### src/intc_pkg.sv
// Purpose : Shared constants for the interrupt enable, priority and
//           vectoring block.
// Assumes : AXI4-Lite register access, 32-bit data, byte offsets.
// Notes   : Source ids follow the order of the vector table.
package intc_pkg;

  // ------------------------------------------------------------------
  // Bus geometry
  // ------------------------------------------------------------------
  localparam int unsigned ADDR_W    = 8;
  localparam int unsigned DATA_W    = 32;
  localparam int unsigned STRB_W    = DATA_W / 8;
  localparam logic [1:0]  RESP_OKAY   = 2'h0;
  localparam logic [1:0]  RESP_SLVERR = 2'h2;

  // ------------------------------------------------------------------
  // Register offsets (byte addresses)
  // ------------------------------------------------------------------
  localparam logic [ADDR_W-1:0] OFS_BASE_EN   = 8'h00;
  localparam logic [ADDR_W-1:0] OFS_EV_STAT   = 8'h04;
  localparam logic [ADDR_W-1:0] OFS_EV_MASK   = 8'h08;
  localparam logic [ADDR_W-1:0] OFS_CORE_STAT = 8'h0c;
  localparam logic [ADDR_W-1:0] OFS_BASE_PRI  = 8'hb8;
  localparam logic [ADDR_W-1:0] OFS_T2_EN     = 8'he8;
  localparam logic [ADDR_W-1:0] OFS_T2_PRI    = 8'hf8;

  // ------------------------------------------------------------------
  // Reset values and field positions
  // ------------------------------------------------------------------
  localparam logic [7:0] RST_BASE_EN  = 8'h00;
  localparam logic [7:0] RST_T2_EN    = 8'h00;
  localparam logic [7:0] RST_BASE_PRI = 8'h00;
  localparam logic [7:0] RST_T2_PRI   = 8'h00;
  localparam int unsigned GLOBAL_GATE_BIT = 7;
  localparam logic [7:0]  BASE_PRI_RSVD   = 8'h80;

  // Event status / mask layout
  localparam int unsigned EV_W       = 3;
  localparam int unsigned EV_TAKE_HI = 0;
  localparam int unsigned EV_TAKE_LO = 1;
  localparam int unsigned EV_RETURN  = 2;
  localparam logic [EV_W-1:0] RST_EV = 3'h0;

  // Core status layout
  localparam int unsigned CS_ACT_LO  = 0;
  localparam int unsigned CS_ACT_HI  = 1;
  localparam int unsigned CS_REQ     = 2;
  localparam int unsigned CS_REQ_HI  = 3;
  localparam int unsigned CS_VEC_LSB = 8;

  // ------------------------------------------------------------------
  // Sources, vectors and polling order
  // ------------------------------------------------------------------
  localparam int unsigned NUM_SRC   = 15;
  localparam int unsigned SRC_IDX_W = 4;
  localparam int unsigned VEC_W     = 16;
  localparam logic [VEC_W-1:0] VEC_BASE = 16'h0003;

  // Polling position -> source id, position 0 served first
  localparam logic [NUM_SRC-1:0][SRC_IDX_W-1:0] POLL_ORDER = {
    4'he, 4'h9, 4'h4, 4'hd, 4'h8, 4'h3, 4'hc, 4'h7,
    4'h2, 4'hb, 4'h6, 4'h1, 4'ha, 4'h5, 4'h0
  };

endpackage

### src/intc_core.sv
// Purpose : Interrupt enable, two-level priority, polling and vector
//           generation for fifteen sources, with an AXI4-Lite port.
// Assumes : Request flags and core handshake are on aclk.
// Notes   : Outputs are taken straight from the state register.
`timescale 1ns/1ps
`default_nettype none

module intc_core
  import intc_pkg::*;
(
  // Clock and reset
  input  wire logic                  aclk,
  input  wire logic                  aresetn,
  // AXI4-Lite write address
  input  wire logic [ADDR_W-1:0]     awaddr,
  input  wire logic                  awvalid,
  output logic                       awready,
  // AXI4-Lite write data
  input  wire logic [DATA_W-1:0]     wdata,
  input  wire logic [STRB_W-1:0]     wstrb,
  input  wire logic                  wvalid,
  output logic                       wready,
  // AXI4-Lite write response
  output logic [1:0]                 bresp,
  output logic                       bvalid,
  input  wire logic                  bready,
  // AXI4-Lite read address
  input  wire logic [ADDR_W-1:0]     araddr,
  input  wire logic                  arvalid,
  output logic                       arready,
  // AXI4-Lite read data
  output logic [DATA_W-1:0]          rdata,
  output logic [1:0]                 rresp,
  output logic                       rvalid,
  input  wire logic                  rready,
  // Peripheral request flags, indexed by source id
  input  wire logic [NUM_SRC-1:0]    src_req,
  // Processor core handshake
  input  wire logic                  core_take,
  input  wire logic                  core_return,
  output logic                       core_req,
  output logic                       core_req_high,
  output logic [VEC_W-1:0]           core_vector,
  // Event interrupt
  output logic                       irq
);

  // ------------------------------------------------------------------
  // State
  // ------------------------------------------------------------------
  typedef struct packed {
    logic                aw_held;
    logic [ADDR_W-1:0]   aw_addr;
    logic                awready;
    logic                w_held;
    logic [7:0]          w_byte;
    logic                w_lane0;
    logic                wready;
    logic                bvalid;
    logic [1:0]          bresp;
    logic                arready;
    logic                rvalid;
    logic [DATA_W-1:0]   rdata;
    logic [1:0]          rresp;
    logic [7:0]          base_en;
    logic [7:0]          t2_en;
    logic [7:0]          base_pri;
    logic [7:0]          t2_pri;
    logic [EV_W-1:0]     ev_stat;
    logic [EV_W-1:0]     ev_mask;
    logic                irq;
    logic                act_hi;
    logic                act_lo;
    logic                req_valid;
    logic                req_high;
    logic [VEC_W-1:0]    vector;
  } state_t;

  localparam state_t RESET_STATE = '{
    base_en:  RST_BASE_EN,
    t2_en:    RST_T2_EN,
    base_pri: RST_BASE_PRI,
    t2_pri:   RST_T2_PRI,
    ev_stat:  RST_EV,
    ev_mask:  RST_EV,
    default:  '0
  };

  state_t s_r;
  state_t s_nxt;

  // ------------------------------------------------------------------
  // Per-source enable and level vectors, indexed by source id
  // ------------------------------------------------------------------
  logic [NUM_SRC-1:0] en_vec;
  logic [NUM_SRC-1:0] pri_vec;
  logic [NUM_SRC-1:0] elig;
  logic [NUM_SRC-1:0] hi_cand;
  logic [NUM_SRC-1:0] lo_cand;

  // Id 14 overflow, 13..11 compare 2..0, 10 converter,
  // 9..6 capture 3..0, 5..0 base sources
  assign en_vec = {s_r.t2_en[7],
                   s_r.t2_en[6:4],
                   s_r.base_en[6],
                   s_r.t2_en[3:0],
                   s_r.base_en[5:0]};

  // Bit 7 of the base level register never enters the vector
  assign pri_vec = {s_r.t2_pri[7:4],
                    s_r.base_pri[6],
                    s_r.t2_pri[3:0],
                    s_r.base_pri[5:0]};

  // Id 2 is one slot shared by external one and the seconds timer
  assign elig = src_req & en_vec
              & {NUM_SRC{s_r.base_en[GLOBAL_GATE_BIT]}};

  assign hi_cand = elig & pri_vec;
  assign lo_cand = elig & ~pri_vec;

  // ------------------------------------------------------------------
  // Polling within each level
  // ------------------------------------------------------------------
  logic [NUM_SRC-1:0]   hi_poll;
  logic [NUM_SRC-1:0]   lo_poll;
  logic                 hi_hit;
  logic                 lo_hit;
  logic [SRC_IDX_W-1:0] hi_pos;
  logic [SRC_IDX_W-1:0] lo_pos;

  always_comb begin
    for (int p = 0; p < NUM_SRC; p++) begin
      hi_poll[p] = hi_cand[POLL_ORDER[p]];
      lo_poll[p] = lo_cand[POLL_ORDER[p]];
    end
  end

  poll_select #(
    .N   (NUM_SRC),
    .W   (SRC_IDX_W)
  ) u_poll_hi (
    .req (hi_poll),
    .hit (hi_hit),
    .pos (hi_pos)
  );

  poll_select #(
    .N   (NUM_SRC),
    .W   (SRC_IDX_W)
  ) u_poll_lo (
    .req (lo_poll),
    .hit (lo_hit),
    .pos (lo_pos)
  );

  // ------------------------------------------------------------------
  // Level arbitration and vector
  // ------------------------------------------------------------------
  logic                 pick_hi;
  logic                 pick_lo;
  logic [SRC_IDX_W-1:0] win_id;
  logic [VEC_W-1:0]     win_vec;

  // A running high routine blocks all; a running low one only low
  assign pick_hi = hi_hit && !s_r.act_hi;
  assign pick_lo = !pick_hi && lo_hit
                && !s_r.act_hi && !s_r.act_lo;
  assign win_id  = pick_hi ? POLL_ORDER[hi_pos] : POLL_ORDER[lo_pos];
  assign win_vec = VEC_BASE + {9'h000, win_id, 3'h0};

  // ------------------------------------------------------------------
  // Read decode
  // ------------------------------------------------------------------
  logic [DATA_W-1:0] rd_data;
  logic              rd_ok;
  logic [DATA_W-1:0] core_stat;

  always_comb begin
    core_stat = '0;
    core_stat[CS_ACT_LO] = s_r.act_lo;
    core_stat[CS_ACT_HI] = s_r.act_hi;
    core_stat[CS_REQ]    = s_r.req_valid;
    core_stat[CS_REQ_HI] = s_r.req_high;
    core_stat[CS_VEC_LSB +: VEC_W] = s_r.vector;
  end

  always_comb begin
    rd_data = '0;
    rd_ok   = 1'b1;
    case (araddr)
      OFS_BASE_EN:   rd_data[7:0] = s_r.base_en;
      OFS_EV_STAT:   rd_data[EV_W-1:0] = s_r.ev_stat;
      OFS_EV_MASK:   rd_data[EV_W-1:0] = s_r.ev_mask;
      OFS_CORE_STAT: rd_data = core_stat;
      OFS_BASE_PRI:  rd_data[7:0] = s_r.base_pri;
      OFS_T2_EN:     rd_data[7:0] = s_r.t2_en;
      OFS_T2_PRI:    rd_data[7:0] = s_r.t2_pri;
      default:       rd_ok = 1'b0;
    endcase
  end

  // ------------------------------------------------------------------
  // Next state
  // ------------------------------------------------------------------
  logic [EV_W-1:0] ev_set;
  logic [EV_W-1:0] ev_clr;
  logic            take;

  assign take = core_take && s_r.req_valid;

  always_comb begin
    s_nxt  = s_r;
    ev_clr = '0;
    ev_set = '0;

    // Address and data are captured independently, in either order
    if (s_r.awready && awvalid) begin
      s_nxt.aw_held = 1'b1;
      s_nxt.aw_addr = awaddr;
    end
    if (s_r.wready && wvalid) begin
      s_nxt.w_held  = 1'b1;
      s_nxt.w_byte  = wdata[7:0];
      s_nxt.w_lane0 = wstrb[0];
    end
    if (s_r.bvalid && bready) begin
      s_nxt.bvalid = 1'b0;
    end

    // Commit only once the previous response has been taken
    if (s_r.aw_held && s_r.w_held && !s_r.bvalid) begin
      s_nxt.aw_held = 1'b0;
      s_nxt.w_held  = 1'b0;
      s_nxt.bvalid  = 1'b1;
      s_nxt.bresp   = RESP_OKAY;
      case (s_r.aw_addr)
        OFS_BASE_EN: begin
          if (s_r.w_lane0) begin
            s_nxt.base_en = s_r.w_byte;
          end
        end
        OFS_EV_STAT: begin
          if (s_r.w_lane0) begin
            ev_clr = s_r.w_byte[EV_W-1:0];
          end
        end
        OFS_EV_MASK: begin
          if (s_r.w_lane0) begin
            s_nxt.ev_mask = s_r.w_byte[EV_W-1:0];
          end
        end
        OFS_CORE_STAT: begin
          s_nxt.bresp = RESP_OKAY;
        end
        OFS_BASE_PRI: begin
          if (s_r.w_lane0) begin
            s_nxt.base_pri = s_r.w_byte & ~BASE_PRI_RSVD;
          end
        end
        OFS_T2_EN: begin
          if (s_r.w_lane0) begin
            s_nxt.t2_en = s_r.w_byte;
          end
        end
        OFS_T2_PRI: begin
          if (s_r.w_lane0) begin
            s_nxt.t2_pri = s_r.w_byte;
          end
        end
        default: s_nxt.bresp = RESP_SLVERR;
      endcase
    end
    s_nxt.awready = !s_nxt.aw_held;
    s_nxt.wready  = !s_nxt.w_held;

    // Read channel: one outstanding read at a time
    if (s_r.rvalid && rready) begin
      s_nxt.rvalid = 1'b0;
    end
    if (s_r.arready && arvalid) begin
      s_nxt.rvalid = 1'b1;
      s_nxt.rdata  = rd_data;
      s_nxt.rresp  = rd_ok ? RESP_OKAY : RESP_SLVERR;
    end
    s_nxt.arready = !s_nxt.rvalid;

    // Level-active flags follow the core's take and return
    if (take) begin
      if (s_r.req_high) begin
        s_nxt.act_hi = 1'b1;
        ev_set[EV_TAKE_HI] = 1'b1;
      end else begin
        s_nxt.act_lo = 1'b1;
        ev_set[EV_TAKE_LO] = 1'b1;
      end
    end else if (core_return) begin
      // Return closes the innermost routine unless a take comes in the same cycle
      if (s_r.act_hi) begin
        s_nxt.act_hi = 1'b0;
      end else begin
        s_nxt.act_lo = 1'b0;
      end
      ev_set[EV_RETURN] = 1'b1;
    end

    // Hold off one cycle after take or return so the offer is always
    // judged against the updated level flags
    s_nxt.req_valid = (pick_hi || pick_lo)
                    && !core_take && !core_return;
    s_nxt.req_high  = pick_hi;
    s_nxt.vector    = win_vec;

    // A new event wins over a clear in the same cycle
    s_nxt.ev_stat = (s_r.ev_stat & ~ev_clr) | ev_set;
    s_nxt.irq     = |(s_nxt.ev_stat & s_nxt.ev_mask);
  end

  // ------------------------------------------------------------------
  // State register
  // ------------------------------------------------------------------
  always_ff @(posedge aclk) begin
    if (!aresetn) begin
      s_r <= RESET_STATE;
    end else begin
      s_r <= s_nxt;
    end
  end

  // ------------------------------------------------------------------
  // Outputs
  // ------------------------------------------------------------------
  assign awready       = s_r.awready;
  assign wready        = s_r.wready;
  assign bvalid        = s_r.bvalid;
  assign bresp         = s_r.bresp;
  assign arready       = s_r.arready;
  assign rvalid        = s_r.rvalid;
  assign rdata         = s_r.rdata;
  assign rresp         = s_r.rresp;
  assign core_req      = s_r.req_valid;
  assign core_req_high = s_r.req_high;
  assign core_vector   = s_r.vector;
  assign irq           = s_r.irq;

endmodule

`default_nettype wire

### src/poll_select.sv
// Purpose : Fixed-order poller; lowest set position wins.
// Assumes : Requests already arranged in polling order.
// Notes   : Purely combinational.
`timescale 1ns/1ps
`default_nettype none

module poll_select #(
  parameter int unsigned N = 15,
  parameter int unsigned W = 4
) (
  // Requests in polling order
  input  wire logic [N-1:0] req,
  // Result
  output logic              hit,
  output logic [W-1:0]      pos
);

  always_comb begin
    hit = |req;
    pos = '0;
    for (int i = N - 1; i >= 0; i--) begin
      if (req[i]) begin
        pos = W'(i);
      end
    end
  end

endmodule

`default_nettype wire

### config.mk
export PLATFORM = sky130hd
export DESIGN_NAME = intc_core
export DESIGN_NICKNAME = d
export VERILOG_FILES = /design/src/intc_pkg.sv /design/src/intc_core.sv /design/src/poll_select.sv
export SDC_FILE = /design/constraint.sdc
export NUM_CORES = 1
export LEC_CHECK = 0
export BUFFER_PORTS_ARGS = -buffer_cell sky130_fd_sc_hd__buf_2
export CORE_ASPECT_RATIO = 1.75
export CORE_MARGIN = 4
export CORE_UTILIZATION = 35
export DETAILED_ROUTE_END_ITERATION = 6
export SLEW_MARGIN = 20
export SYNTH_ARGS = -nofsm -noshare
export SYNTH_HDL_FRONTEND = slang
export SYNTH_SLANG_ARGS = --single-unit
### constraint.sdc
create_clock -name aclk -period 3.4 [get_ports aclk]
set_clock_uncertainty 0.2 [all_clocks]
set_input_delay 0.68 -clock aclk [delete_from_list [all_inputs] [get_ports aclk]]
set_output_delay 0.68 -clock aclk [all_outputs]
set_load 0.01 [all_outputs]
# == Word-level counts from Yosys, hierarchy flattened ==
# Memories as Yosys holds them, arrays and structs flattened.
# Cells that the tools add are included.
# word_totals
ff_bits,118
rom_bits,128
in_bits,76
out_inout_bits,60
word_cells,156
memories,2
# classes
addsub,1
n_lt_le_gt_ge,2
n_eq_ne,15
muxes,63
bitwise_logic,9
n_reduce_logical,39
# mem_list
memory,words,word_bits,rd,rd_ports_with_merged_regs,wr,line_no,text
(name not given),16,4,1,0,0,intc_core.sv:169,assign win_id = pick_hi ? POLL_ORDER[hi_pos] : POLL_ORDER[lo_pos];
(name not given),16,4,1,0,0,intc_core.sv:169,
# ops
operator,count
2-to-1 mux 4 bit,33
bitwise AND 15 bit,4
"equality test 8 bit, second input constant",6
2-to-1 mux 35 bit,1
"equality test 8 x 4 -> 1 bit, second input constant",4
OR reduction 15 bit,2
case mux 5 bit (5 select lines),1
2-to-1 mux 3 bit,7
case mux 3 bit (7 select lines),1
"equality test 8 x 3 -> 1 bit, second input constant",2
logical NOT 8 bit,2
2-to-1 mux 16 bit,1
NOT 15 bit,1
AND reduction 3 bit,5
logical AND 1 bit,14
OR reduction 7 bit,2
2-to-1 mux 1 bit,12
"less-than comparator 4 x 5 -> 1 bit, second input constant",2
2-to-1 mux 10 bit,1
2-to-1 mux 2 bit,5
logical NOT 1 bit,9
2-to-1 mux 9 bit,1
"adder 2 x 7 -> 8 bit, first input constant",1
bitwise AND 3 bit,2
other kinds (8),10

# == Logic depth before layout (Yosys ltp) ==
# Gate-level depths: netlist (run 1).
# depth
ltp_word,22
depth_mapped,14
depth_no_buf,12

# == Hierarchy ==
# From an unflattened synthesis (run 1), not the netlist that was laid out.
# hier_totals
cells_unflattened,599
hier_area_um2,4798.4
# by_module_without_submodules
module,instances,cells_per_inst,area_per_inst_um2,seq_area_each_um2
intc_core,1,545,4480.5,1721.7
poll_select,2,27,158.9,0.0

# == Worst setup path after synthesis (run 1) ==
# OpenSTA, ideal clock, no wires.
# synth_path
kind,input-to-reg
from,input port src_req[14]
to,register s_r (netlist bit core_vector[5])
setup_ns,0.075
arrival_ns,2.588
t_required_ns,3.125
slack_ns,0.537
cell_stages,10
n_path_buf,0
path_cell_list,nand4_1 nand3b_1 a31oi_1 o211ai_1 a311o_1 ha_1 or4_1 o21ai_0 a22oi_1 o22ai_1
# synth_between
elab_chain_len,22
elab_cells_between_ends,42
cone_classes,1 x add/sub; 33 x mux; 4 x bitwise; 2 x reduce/logical; 2 x memory
# synth_rtl
element,line_no,text
from (decl),intc_core.sv:37,"input wire logic [NUM_SRC-1:0] src_req,"
bitwise AND 15 bit (*),intc_core.sv:116,assign elig = src_req & en_vec
bitwise AND 15 bit (*),intc_core.sv:117,& {NUM_SRC{s_r.base_en[GLOBAL_GATE_BIT]}};
bitwise AND 15 bit (on tied branches),"intc_core.sv:120, intc_core.sv:119",
2-to-1 mux 4 bit (15 in a row),poll_select.sv:22,if (req[i]) begin
memory (16 x 4 bit),n/a,
2-to-1 mux 4 bit (implied by the code),intc_core.sv:169,
2-to-1 mux 4 bit (*),intc_core.sv:169,
adder 2 x 7 -> 8 bit (*),intc_core.sv:170,"assign win_vec = VEC_BASE + {9'h000, win_id, 3'h0};"
to (signal assigned),intc_core.sv:326,s_r <= s_nxt;
to (decl),intc_core.sv:89,state_t s_r;
# Mark *: on every way between the ends. The rest lies on a longest branch, timed or not. The select of a mux whose other input is x is not followed.
# A chain may end at the register's enable or synchronous reset.

# == Worst setup path after layout (run 1) ==
# layout_path
from,register s_r[58] in the netlist's numbering
to,register s_r (netlist bit core_vector[5])
# layout_between
elab_chain_len,21
elab_cells_between_ends,41
cone_classes,1 x add/sub; 33 x mux; 3 x bitwise; 2 x reduce/logical; 2 x memory
# layout_rtl
element,line_no
bitwise AND 15 bit (*),intc_core.sv:117
bitwise AND 15 bit (on tied branches),"intc_core.sv:120, intc_core.sv:119"
2-to-1 mux 4 bit (15 in a row),poll_select.sv:22
memory (16 x 4 bit),n/a
2-to-1 mux 4 bit (implied by the code),intc_core.sv:169
2-to-1 mux 4 bit (*),intc_core.sv:169
adder 2 x 7 -> 8 bit (*),intc_core.sv:170
# Marked as above.

==> results of run 1 <==
[registers in the layout, summed over array words and instances (netlist names)]
| signal | count |
|---|---|
| en_vec | 15 |
| core_stat | 2 |
| bvalid | 1 |
| bresp | 1 |
| pri_vec | 15 |
| wready | 1 |
| core_vector | 5 |
| awready | 1 |
| arready | 1 |
| core_req | 1 |
| rdata | 13 |
| irq | 1 |
| rvalid | 1 |
| rresp | 1 |
| s_r | 26 |
| core_req_high | 1 |
[cell families after synthesis]
family                     Yosys count
buffers and inverters               84
adders and majority gates            8
and+or+nand+nor                    231
AOI/OAI and AO/OA                  109
DFF                                 86
other                                1
muxes                               42
[how the worst min path moves through the flow]
stage,depth (start not counted),end
4_1_cts,2,s_r[111]
2_1_floorplan,2,s_r[111]
3_3_place_gp,2,s_r[111]
5_1_grt,2,s_r[117]
6_report,2,s_r[111]
3_5_place_dp,2,s_r[111]
[layout by cell type (no fill, tap or decap), drive strengths merged, types with 14 or more instances in the layout]
| master | instances |
|---|---|
| dfxtp | 86 |
| mux2i | 34 |
| nor2 | 72 |
| nand3 | 19 |
| nand2 | 49 |
| a22oi | 22 |
| nand4b | 14 |
| conb | 30 |
| a21oi | 33 |
| nand4 | 24 |
| buf | 84 |
[worst max-delay path: stages, from the launching register on]
cell	delay, ns
dfxtp_1	0.54
nand4_1	0.21
nand3b_1	0.21
a31oi_1	0.27
o211ai_1	0.15
a311o_1	0.45
ha_1	0.24
or4_1	0.51
o21ai_0	0.10
a22oi_1	0.14
o22ai_1	0.14
[routing by layer]
layer	GRT usage, %	up-vias	routed length (um)
met3	3.707	50	819
met1	16.98	1955	4637
met4	12.56	6	731
li1	-	2066	-
met5	0	-	41
met2	31.74	149	7115
[per-stage QoR]
step,cells,hold slack [ns],setup slack (ns)
after CTS,789,0.2746,0.2435
after global routing,789,0.3062,0.02600
final,789,0.2695,0.1734
after floorplan,590,0.2440,0.5367
after global placement,773,0.2573,0.1311
after detailed placement,773,0.2655,0.07228
[power by group through the flow]
| stage | combinational [mW] | clock [mW] | sequential (mW) |
|---|---|---|---|
| after floorplan | 0.113 | 0 | 1.06 |
| after global placement | 0.141 | 0 | 1.07 |
| after detailed placement | 0.144 | 0 | 1.07 |
| after CTS | 0.145 | 0.996 | 1.05 |
| after global routing | 0.162 | 1.03 | 1.05 |
| final | 0.144 | 0.966 | 1.05 |
[cell type report]
| type | instances | area (sq um) |
|---|---|---|
| clock inverters | 6 | 61.31 |
| clock buffers | 10 | 239.0 |
| repair buffers | 84 | 447.9 |
| multi-input cells | 420 | 2600 |
| inverters | 9 | 33.78 |
| flip-flops and latches | 86 | 1722 |
| fillers | 1402 | 7991 |
| well taps | 174 | 217.7 |
==> results.sh, run 1 <==
export IMPL_synth_top_area_share_pct=36.34
export IMPL_start_kind="flop"
export IMPL_avgSynthCellArea_sq_um=8.444
export IMPL_fin_util_pct=39.97
export IMPL_setup_worst_path_end="core_vector[5]"
export IMPL_synth_cell_types=56
export IMPL_dieArea_sq_um=15530
export IMPL_yosys_area_share_simple_pct=25.49
export IMPL_grt_use_total_pct=17.57
export IMPL_rows=56
export IMPL_cp_data_required_time_ns=3.46
export IMPL_drv_cap=0
export IMPL_grt_overflow_total=0
export IMPL_cp_arrival_ns=3.29
export IMPL_vias_per_cell=5.356
export IMPL_crit_type="reg2reg"
export IMPL_pwr_share_clk_pct=44.8
export IMPL_synth_compound_area_share_pct=15.11
export IMPL_netlist_top_cells_count="dfxtp_1, nor2_1, buf_4, nand2_1, mux2i_1"
export IMPL_post_cts_resized=0
export IMPL_die_height_um=161.9
export IMPL_fmax_ghz=0.3099
export IMPL_fin_tns_setup_ns=0
export IMPL_hpwl_um=10720
export IMPL_ant_nets=0
export IMPL_postPlaceCellArea_sq_um=5021
export IMPL_tightest_slew_ns=0.7090
export IMPL_yosysMostFrequentCell="dfxtp_1"
export IMPL_rsz0062_at_grt="false"
export IMPL_swShare_pct=22.89
export IMPL_die_width_um=95.94
export IMPL_r2r_end="core_vector[5]"
export IMPL_min_path_type="reg2reg"
export IMPL_worstHoldStart="s_r[111]"
export IMPL_place_congestion=0.8960
export IMPL_antenna_found_initial=3
export IMPL_finalPower_mw=2.158
export IMPL_ys_seq_area_share_pct=36.34
export IMPL_cts_max_level=3
export IMPL_critPathLaunch="s_r[58]"
export IMPL_drive_gt1_share_pct=18.54
export IMPL_ys_warn_count=0
export IMPL_synthMuxAreaShare_pct=9.799
export IMPL_clock_sinks=86
export IMPL_syn_inst=561
export IMPL_reg2reg_slack_ns=0.17
export IMPL_synth_area_leaders="dfxtp_1, buf_4, mux2i_1"
export IMPL_reg2reg_from="s_r[58]"
export IMPL_path_max_fanout=10
export IMPL_stdcell_area_sq_um=5321
export IMPL_io_pins=136
export IMPL_coreArea_sq_um=13310
export IMPL_routed_wirelength_um=13350
export IMPL_cts_clk_slew_worst_paths_ns=0.06
export IMPL_grt_pass1_wl_um=20930
export IMPL_synthAdderAreaFrac_pct=2.113
export IMPL_yosysTopAreaCell="dfxtp_1"
export IMPL_clk_latency_ns=0.34
export IMPL_endpoint_kind="flop"
export IMPL_synth_ff_type="dfxtp_1"
export IMPL_drv_slew=0
export IMPL_cellInternalPower_mw=1.664
export IMPL_firstDrtPassIters=4
export IMPL_cts_hold_buffers_added=0
export IMPL_setup_viol=0
export IMPL_min_period_ns=3.227
export IMPL_drt_iter0_markers=236
export IMPL_vias=4226
export IMPL_power_density_nw_per_um2=405.5
export IMPL_ys_ff_latch=86
export IMPL_post_cts_buffers=0
export IMPL_start_util_pct=35.58
export IMPL_grt_max_degree=33
export IMPL_wl_per_cell_um=16.92
export IMPL_syn2layout_area_growth_pct=12.33
export IMPL_syn_area_sq_um=4737
export IMPL_final_nets=694
export IMPL_r2r_cells=10
export IMPL_antennaDiodeCount=0
export IMPL_synth_edf_count=0
export IMPL_clk_path_buf_depth=2
export IMPL_hold_viol_final=0
export IMPL_leakage_nw=2.320
export IMPL_p_switching_mw=0.4938
export IMPL_cts_tree="built"
export IMPL_outcome="finished clean"
export IMPL_max_slew_margin_rel_pct=52.63
export IMPL_grt_pass1_vias=4180
export IMPL_power_frac_seq_pct=48.6
export IMPL_synth_xor_xnor_area_share_pct=0
export IMPL_synth_top_family_by_area="simple AND/OR/NAND/NOR gates"
export IMPL_comb_power_share_pct=6.7
export IMPL_cts_buffers=9
export IMPL_drc=0
export IMPL_max_vdd_ir_drop_mv=0.2397
export IMPL_async_flop_share_pct=0
export IMPL_port_buffers=78
export IMPL_period_share_pct=94.90
export IMPL_cts_root_buf="clkbuf_16"
No activity file was read; power rests on OpenSTA's default activity.
==> run 2: changes to the inputs <==
- CORE_MARGIN: 4 -> unset
- SETUP_SLACK_MARGIN: unset -> 0.5
==> results.sh, run 2 (same netlist as run 1, synthesis figures left out) <==
export IMPL_grt_pass1_wl_um=20620
export IMPL_place_congestion=0.8904
export IMPL_start_util_pct=36.23
export IMPL_grt_pass1_vias=4030
export IMPL_fin_tns_setup_ns=0
export IMPL_antenna_found_initial=0
export IMPL_clock_sinks=86
export IMPL_slowest_delay_ns=0.53
export IMPL_cts_buffers=9
export IMPL_clk_latency_ns=0.34
export IMPL_reg2reg_slack_ns=0.54
export IMPL_final_common_cell="dfxtp_1"
export IMPL_start_kind="flop"
export IMPL_ant_nets=0
export IMPL_drc=0
export IMPL_wl_met3_um=544
export IMPL_io_pins=136
export IMPL_top_register="s_r"
export IMPL_drive_gt1_share_pct=20.83
export IMPL_firstDrtPassIters=5
export IMPL_min_path_type="reg2reg"
export IMPL_crit_type="reg2reg"
export IMPL_drt_iter0_markers=299
export IMPL_cp_arrival_ns=2.92
export IMPL_cts_tree="built"
export IMPL_path_cells="buf_12, nand4_1, nand3b_1, a31oi_1, o211ai_1, a311o_1, ha_1, or4_4, o21ai_2, a22oi_2, o22ai_1"
export IMPL_vias=4305
export IMPL_largest_reg_flops=26
export IMPL_wl_per_cell_um=16.81
export IMPL_routed_wirelength_um=13360
export IMPL_rows=55
export IMPL_outcome="finished clean"
export IMPL_endpoint_kind="flop"
export IMPL_cts_max_level=3
export IMPL_die_height_um=155.9
export IMPL_grt_overflow_total=0
export IMPL_fmax_ghz=0.3502
export IMPL_grt_max_degree=42
export IMPL_clk_path_buf_depth=2
export IMPL_grt_use_total_pct=18.99
export IMPL_layout_common_cells="dfxtp_1, buf_2, nor2_1"
export IMPL_cts_hold_buffers_added=0
export IMPL_rsz0062_at_grt="false"
export IMPL_final_nets=703
export IMPL_stdcell_area_sq_um=5461
export IMPL_met1_length_um=4834
export IMPL_die_width_um=89.94
export IMPL_coreArea_sq_um=13080
export IMPL_leakage_nw=2.389
export IMPL_port_buffers=78
export IMPL_syn2layout_area_growth_pct=15.29
export IMPL_crit_slowest_cell="or4_4"
export IMPL_max_vdd_ir_drop_mv=0.2961
export IMPL_path_max_fanout=17
export IMPL_hold_viol_final=0
export IMPL_power_density_nw_per_um2=411.3
export IMPL_met2_length_um=7254
export IMPL_finalPower_mw=2.246
export IMPL_cts_clk_slew_worst_paths_ns=0.06
export IMPL_cp_data_required_time_ns=3.46
export IMPL_min_period_ns=2.855
export IMPL_cts_root_buf="clkbuf_16"
export IMPL_top_layer="met4"
export IMPL_period_share_pct=83.98
export IMPL_tightest_slew_ns=0.7050
export IMPL_fill_cells=1353
export IMPL_vias_per_cell=5.415
export IMPL_setup_viol=0
export IMPL_postPlaceCellArea_sq_um=5040
export IMPL_drv_cap=0
export IMPL_dieArea_sq_um=14020
export IMPL_antennaDiodeCount=0
export IMPL_drv_slew=0
export IMPL_max_slew_margin_rel_pct=52.90
export IMPL_hpwl_um=10470
[run 2: cell count changes in the layout (fill, tap and decap cells not counted), moves of 2 or more]
cell,change
buf_4,+8
clkbuf_1,+2
clkinv_2,-3
dfxtp_1,-3
dfxtp_2,+2
inv_6,+2
[run 2: final timing paths]
check,depth (start not counted),to,from
hold / removal,2,s_r[110],s_r[110]
setup / recovery,11,core_vector[5],s_r[58]
setup reg to reg,11,core_vector[5],s_r[58]
hold reg to reg,2,s_r[110],s_r[110]
[run 2: what timing repair did]
action / CTS / global route
endpoints found under the setup margin: 3 / 3
gates cloned: 0 / 1
gates resized for setup: 3 / 8
buffers inserted: 0 / 5
pin swaps: 1 / 5
[run 2: per-stage QoR]
| stage | instances | utilization (%) | hold slack (ns) | worst slack, ns |
|---|---|---|---|---|
| finish | 795 | 41.77 | 0.2721 | 0.5446 |
| global placement | 773 | 38.55 | 0.2592 | 0.1127 |
| CTS | 789 | 41.10 | 0.2703 | 0.5268 |
| floorplan | 590 | - | 0.2440 | 0.5367 |
| global route | 795 | 41.77 | 0.3031 | 0.4451 |
| detailed placement | 773 | 38.55 | 0.2616 | 0.09634 |
[run 2: where the power goes]
group | internal, mW | leakage, nW | switching, mW
clock network | 0.669 | 0.158 | 0.387
logic | 0.0515 | 1.53 | 0.0917
registers | 1.03 | 0.698 | 0.0204
[run 2: final cells by class]
type                            instances  area, sq um  share of cell area [%]
Timing Repair Buffer                   93        533.0                   9.759
Tap cell                              171        214.0                   3.918
Sequential cell                        86         1728                   31.64
Clock buffer                           12        246.5                   4.513
Inverter                                9        33.78                  0.6186
Multi-Input combinational cell        420         2629                   48.13
Clock inverter                          4        77.57                   1.420
[run 2: worst max-delay path: cells and delay by family (launching register included)]
kind / cells / cell delay [ns]
AO/OA/AOI/OAI: 6 / 1.09
adder cells (fa/ha/maj): 1 / 0.24
buffers and inverters: 1 / 0.15
flip-flops: 1 / 0.37
AND/OR/NAND/NOR: 3 / 0.73
[run 2: per-layer routing]
layer / vias up / track usage (%)
met1: 2038 / 18.39
met5: - / 0
met3: 37 / 4.483
li1: 2083 / -
met4: 0 / 11.90
met2: 147 / 35.93
==> run 3: changes to the inputs <==
- clock period: 3.4 -> 2.6 ns (I/O delays scaled with it)
==> results.sh, run 3 (same netlist as run 1, synthesis figures left out) <==
export IMPL_fmax_ghz=0.3577
export IMPL_routed_wirelength_um=14540
export IMPL_dieArea_sq_um=14020
export IMPL_io_pins=136
export IMPL_min_path_type="in2reg"
export IMPL_cp_arrival_ns=2.87
export IMPL_port_buffers=78
export IMPL_holdWs_ns=0.1459
export IMPL_drc=0
export IMPL_cts_hold_buffers_added=0
export IMPL_grt_pass1_vias=4606
export IMPL_cts_clk_slew_worst_paths_ns=0.07
export IMPL_cts_root_buf="clkbuf_16"
export IMPL_outcome="finished with violations"
export IMPL_max_vdd_ir_drop_mv=0.3246
export IMPL_period_share_pct=107.5
export IMPL_tightest_slew_ns=0.5436
export IMPL_setup_viol=5
export IMPL_final_nets=782
export IMPL_grt_pass1_wl_um=22540
export IMPL_syn2layout_area_growth_pct=30.45
export IMPL_cts_max_level=3
export IMPL_firstDrtPassIters=4
export IMPL_grt_use_total_pct=20.51
export IMPL_reg2reg_slack_ns=-0.20
export IMPL_clock_sinks=86
export IMPL_cp_data_required_time_ns=2.67
export IMPL_grt_overflow_total=0
export IMPL_largest_reg_flops=26
export IMPL_cts_buffers=9
export IMPL_drv_cap=0
export IMPL_path_buf_inv=1
export IMPL_slowest_delay_ns=0.51
export IMPL_cp_top_family="compound AO/OA/AOI/OAI gates"
export IMPL_die_width_um=89.94
export IMPL_vias=4654
export IMPL_top_register="s_r"
export IMPL_layout_common_cells="buf_4, dfxtp_1, buf_2"
export IMPL_violations="setup timing"
export IMPL_antenna_found_initial=1
export IMPL_place_congestion=0.8578
export IMPL_clk_latency_ns=0.34
export IMPL_die_height_um=155.9
export IMPL_setup_ws_ns=-0.1956
export IMPL_wl_per_cell_um=16.62
export IMPL_min_period_ns=2.796
export IMPL_drv_slew=0
export IMPL_rows=55
export IMPL_leakage_nw=2.759
export IMPL_power_density_nw_per_um2=457.9
export IMPL_drt_iter0_markers=243
export IMPL_max_slew_margin_rel_pct=63.25
export IMPL_coreArea_sq_um=13080
export IMPL_rsz0062_at_grt="true"
export IMPL_start_kind="flop"
export IMPL_start_util_pct=36.23
export IMPL_drive_gt1_share_pct=34.14
export IMPL_grt_max_degree=51
export IMPL_endpoint_kind="flop"
export IMPL_clk_path_buf_depth=2
export IMPL_path_max_fanout=6
export IMPL_path_cells="buf_6, nand4_1, nand3b_1, a31oi_4, o211ai_1, a311o_1, ha_4, or4_4, o21ai_2, a22oi_1, o22ai_1"
export IMPL_vias_per_cell=5.319
export IMPL_pre_cts_ws_ns=-0.3797
export IMPL_hpwl_um=11140
export IMPL_crit_slowest_cell="or4_4"
export IMPL_final_common_cell="buf_4"
export IMPL_hold_viol_final=0
export IMPL_crit_type="reg2reg"
export IMPL_ant_nets=0
export IMPL_cts_tree="built"
## run 3: cell count changes in the layout (fill, tap and decap cells not counted), sizes merged
cell,before,now
buf,92,172
bufinv,2,0
clkbuf,13,11
clkinv,0,1
clkinvlp,0,2
diode,0,1
## run 3: area by class of cell
type	count	area [sq um]
clock buffer	11	252.7
clock inverter	5	41.29
multi-input combinational	420	2776
tap	171	214.0
sequential	86	1728
antenna	1	2.502
fill	1309	6895
inverter	9	33.78
timing repair buffer	172	1131
## run 3: through the flow
stage               instances  util (%)  power, mW  TNS [ns]  cell area (sq um)
floorplan                 590         -      1.539         0               4870
global placement          828     41.85      1.589    -1.008               5472
detailed placement        828     41.85      1.594    -1.191               5472
CTS                       871     46.82      2.861   -0.2426               6122
global route              874     47.24      2.938    -1.121               6177
finish                    875     47.26      2.829   -0.5963               6180
## run 3: timing repair
| item | 4_1_cts | 5_1_grt |
|---|---|---|
| endpoints found under the setup margin | 26 | 24 |
| setup buffers | 27 | 3 |
| pin swaps | 18 | 12 |
| gates resized for setup | 36 | 8 |
## run 3: routing by layer
layer | GRT usage [%] | part of all wire, % | up-vias
met4 | 16.05 | 7.4 | 2
met1 | 18.98 | 36 | 2195
met3 | 3.655 | 3.5 | 59
li1 | - | - | 2242
met2 | 39.23 | 53 | 156
met5 | 0 | 0.076 | -
## run 3: worst paths after layout
path	start	end	depth (start not counted)
setup / recovery	s_r[58]	core_vector[5]	11
hold reg to reg	s_r[110]	s_r[110]	2
hold / removal	core_return	core_req	2
setup reg to reg	s_r[58]	core_vector[5]	11
## run 3: worst register-to-register path, cell delays in order, from the launching register on
cell	delay [ns]
dfxtp_4	0.37
buf_6	0.13
nand4_1	0.09
nand3b_1	0.16
a31oi_4	0.24
o211ai_1	0.14
a311o_1	0.40
ha_4	0.18
or4_4	0.51
o21ai_2	0.09
a22oi_1	0.09
o22ai_1	0.12
## run 3: report_power, final
group	switching [mW]	internal [mW]	leakage [nW]	total, mW
Clock	0.550	0.708	0.139	1.26
Combinational	0.127	0.0746	1.92	0.202
Sequential	0.0272	1.34	0.698	1.37
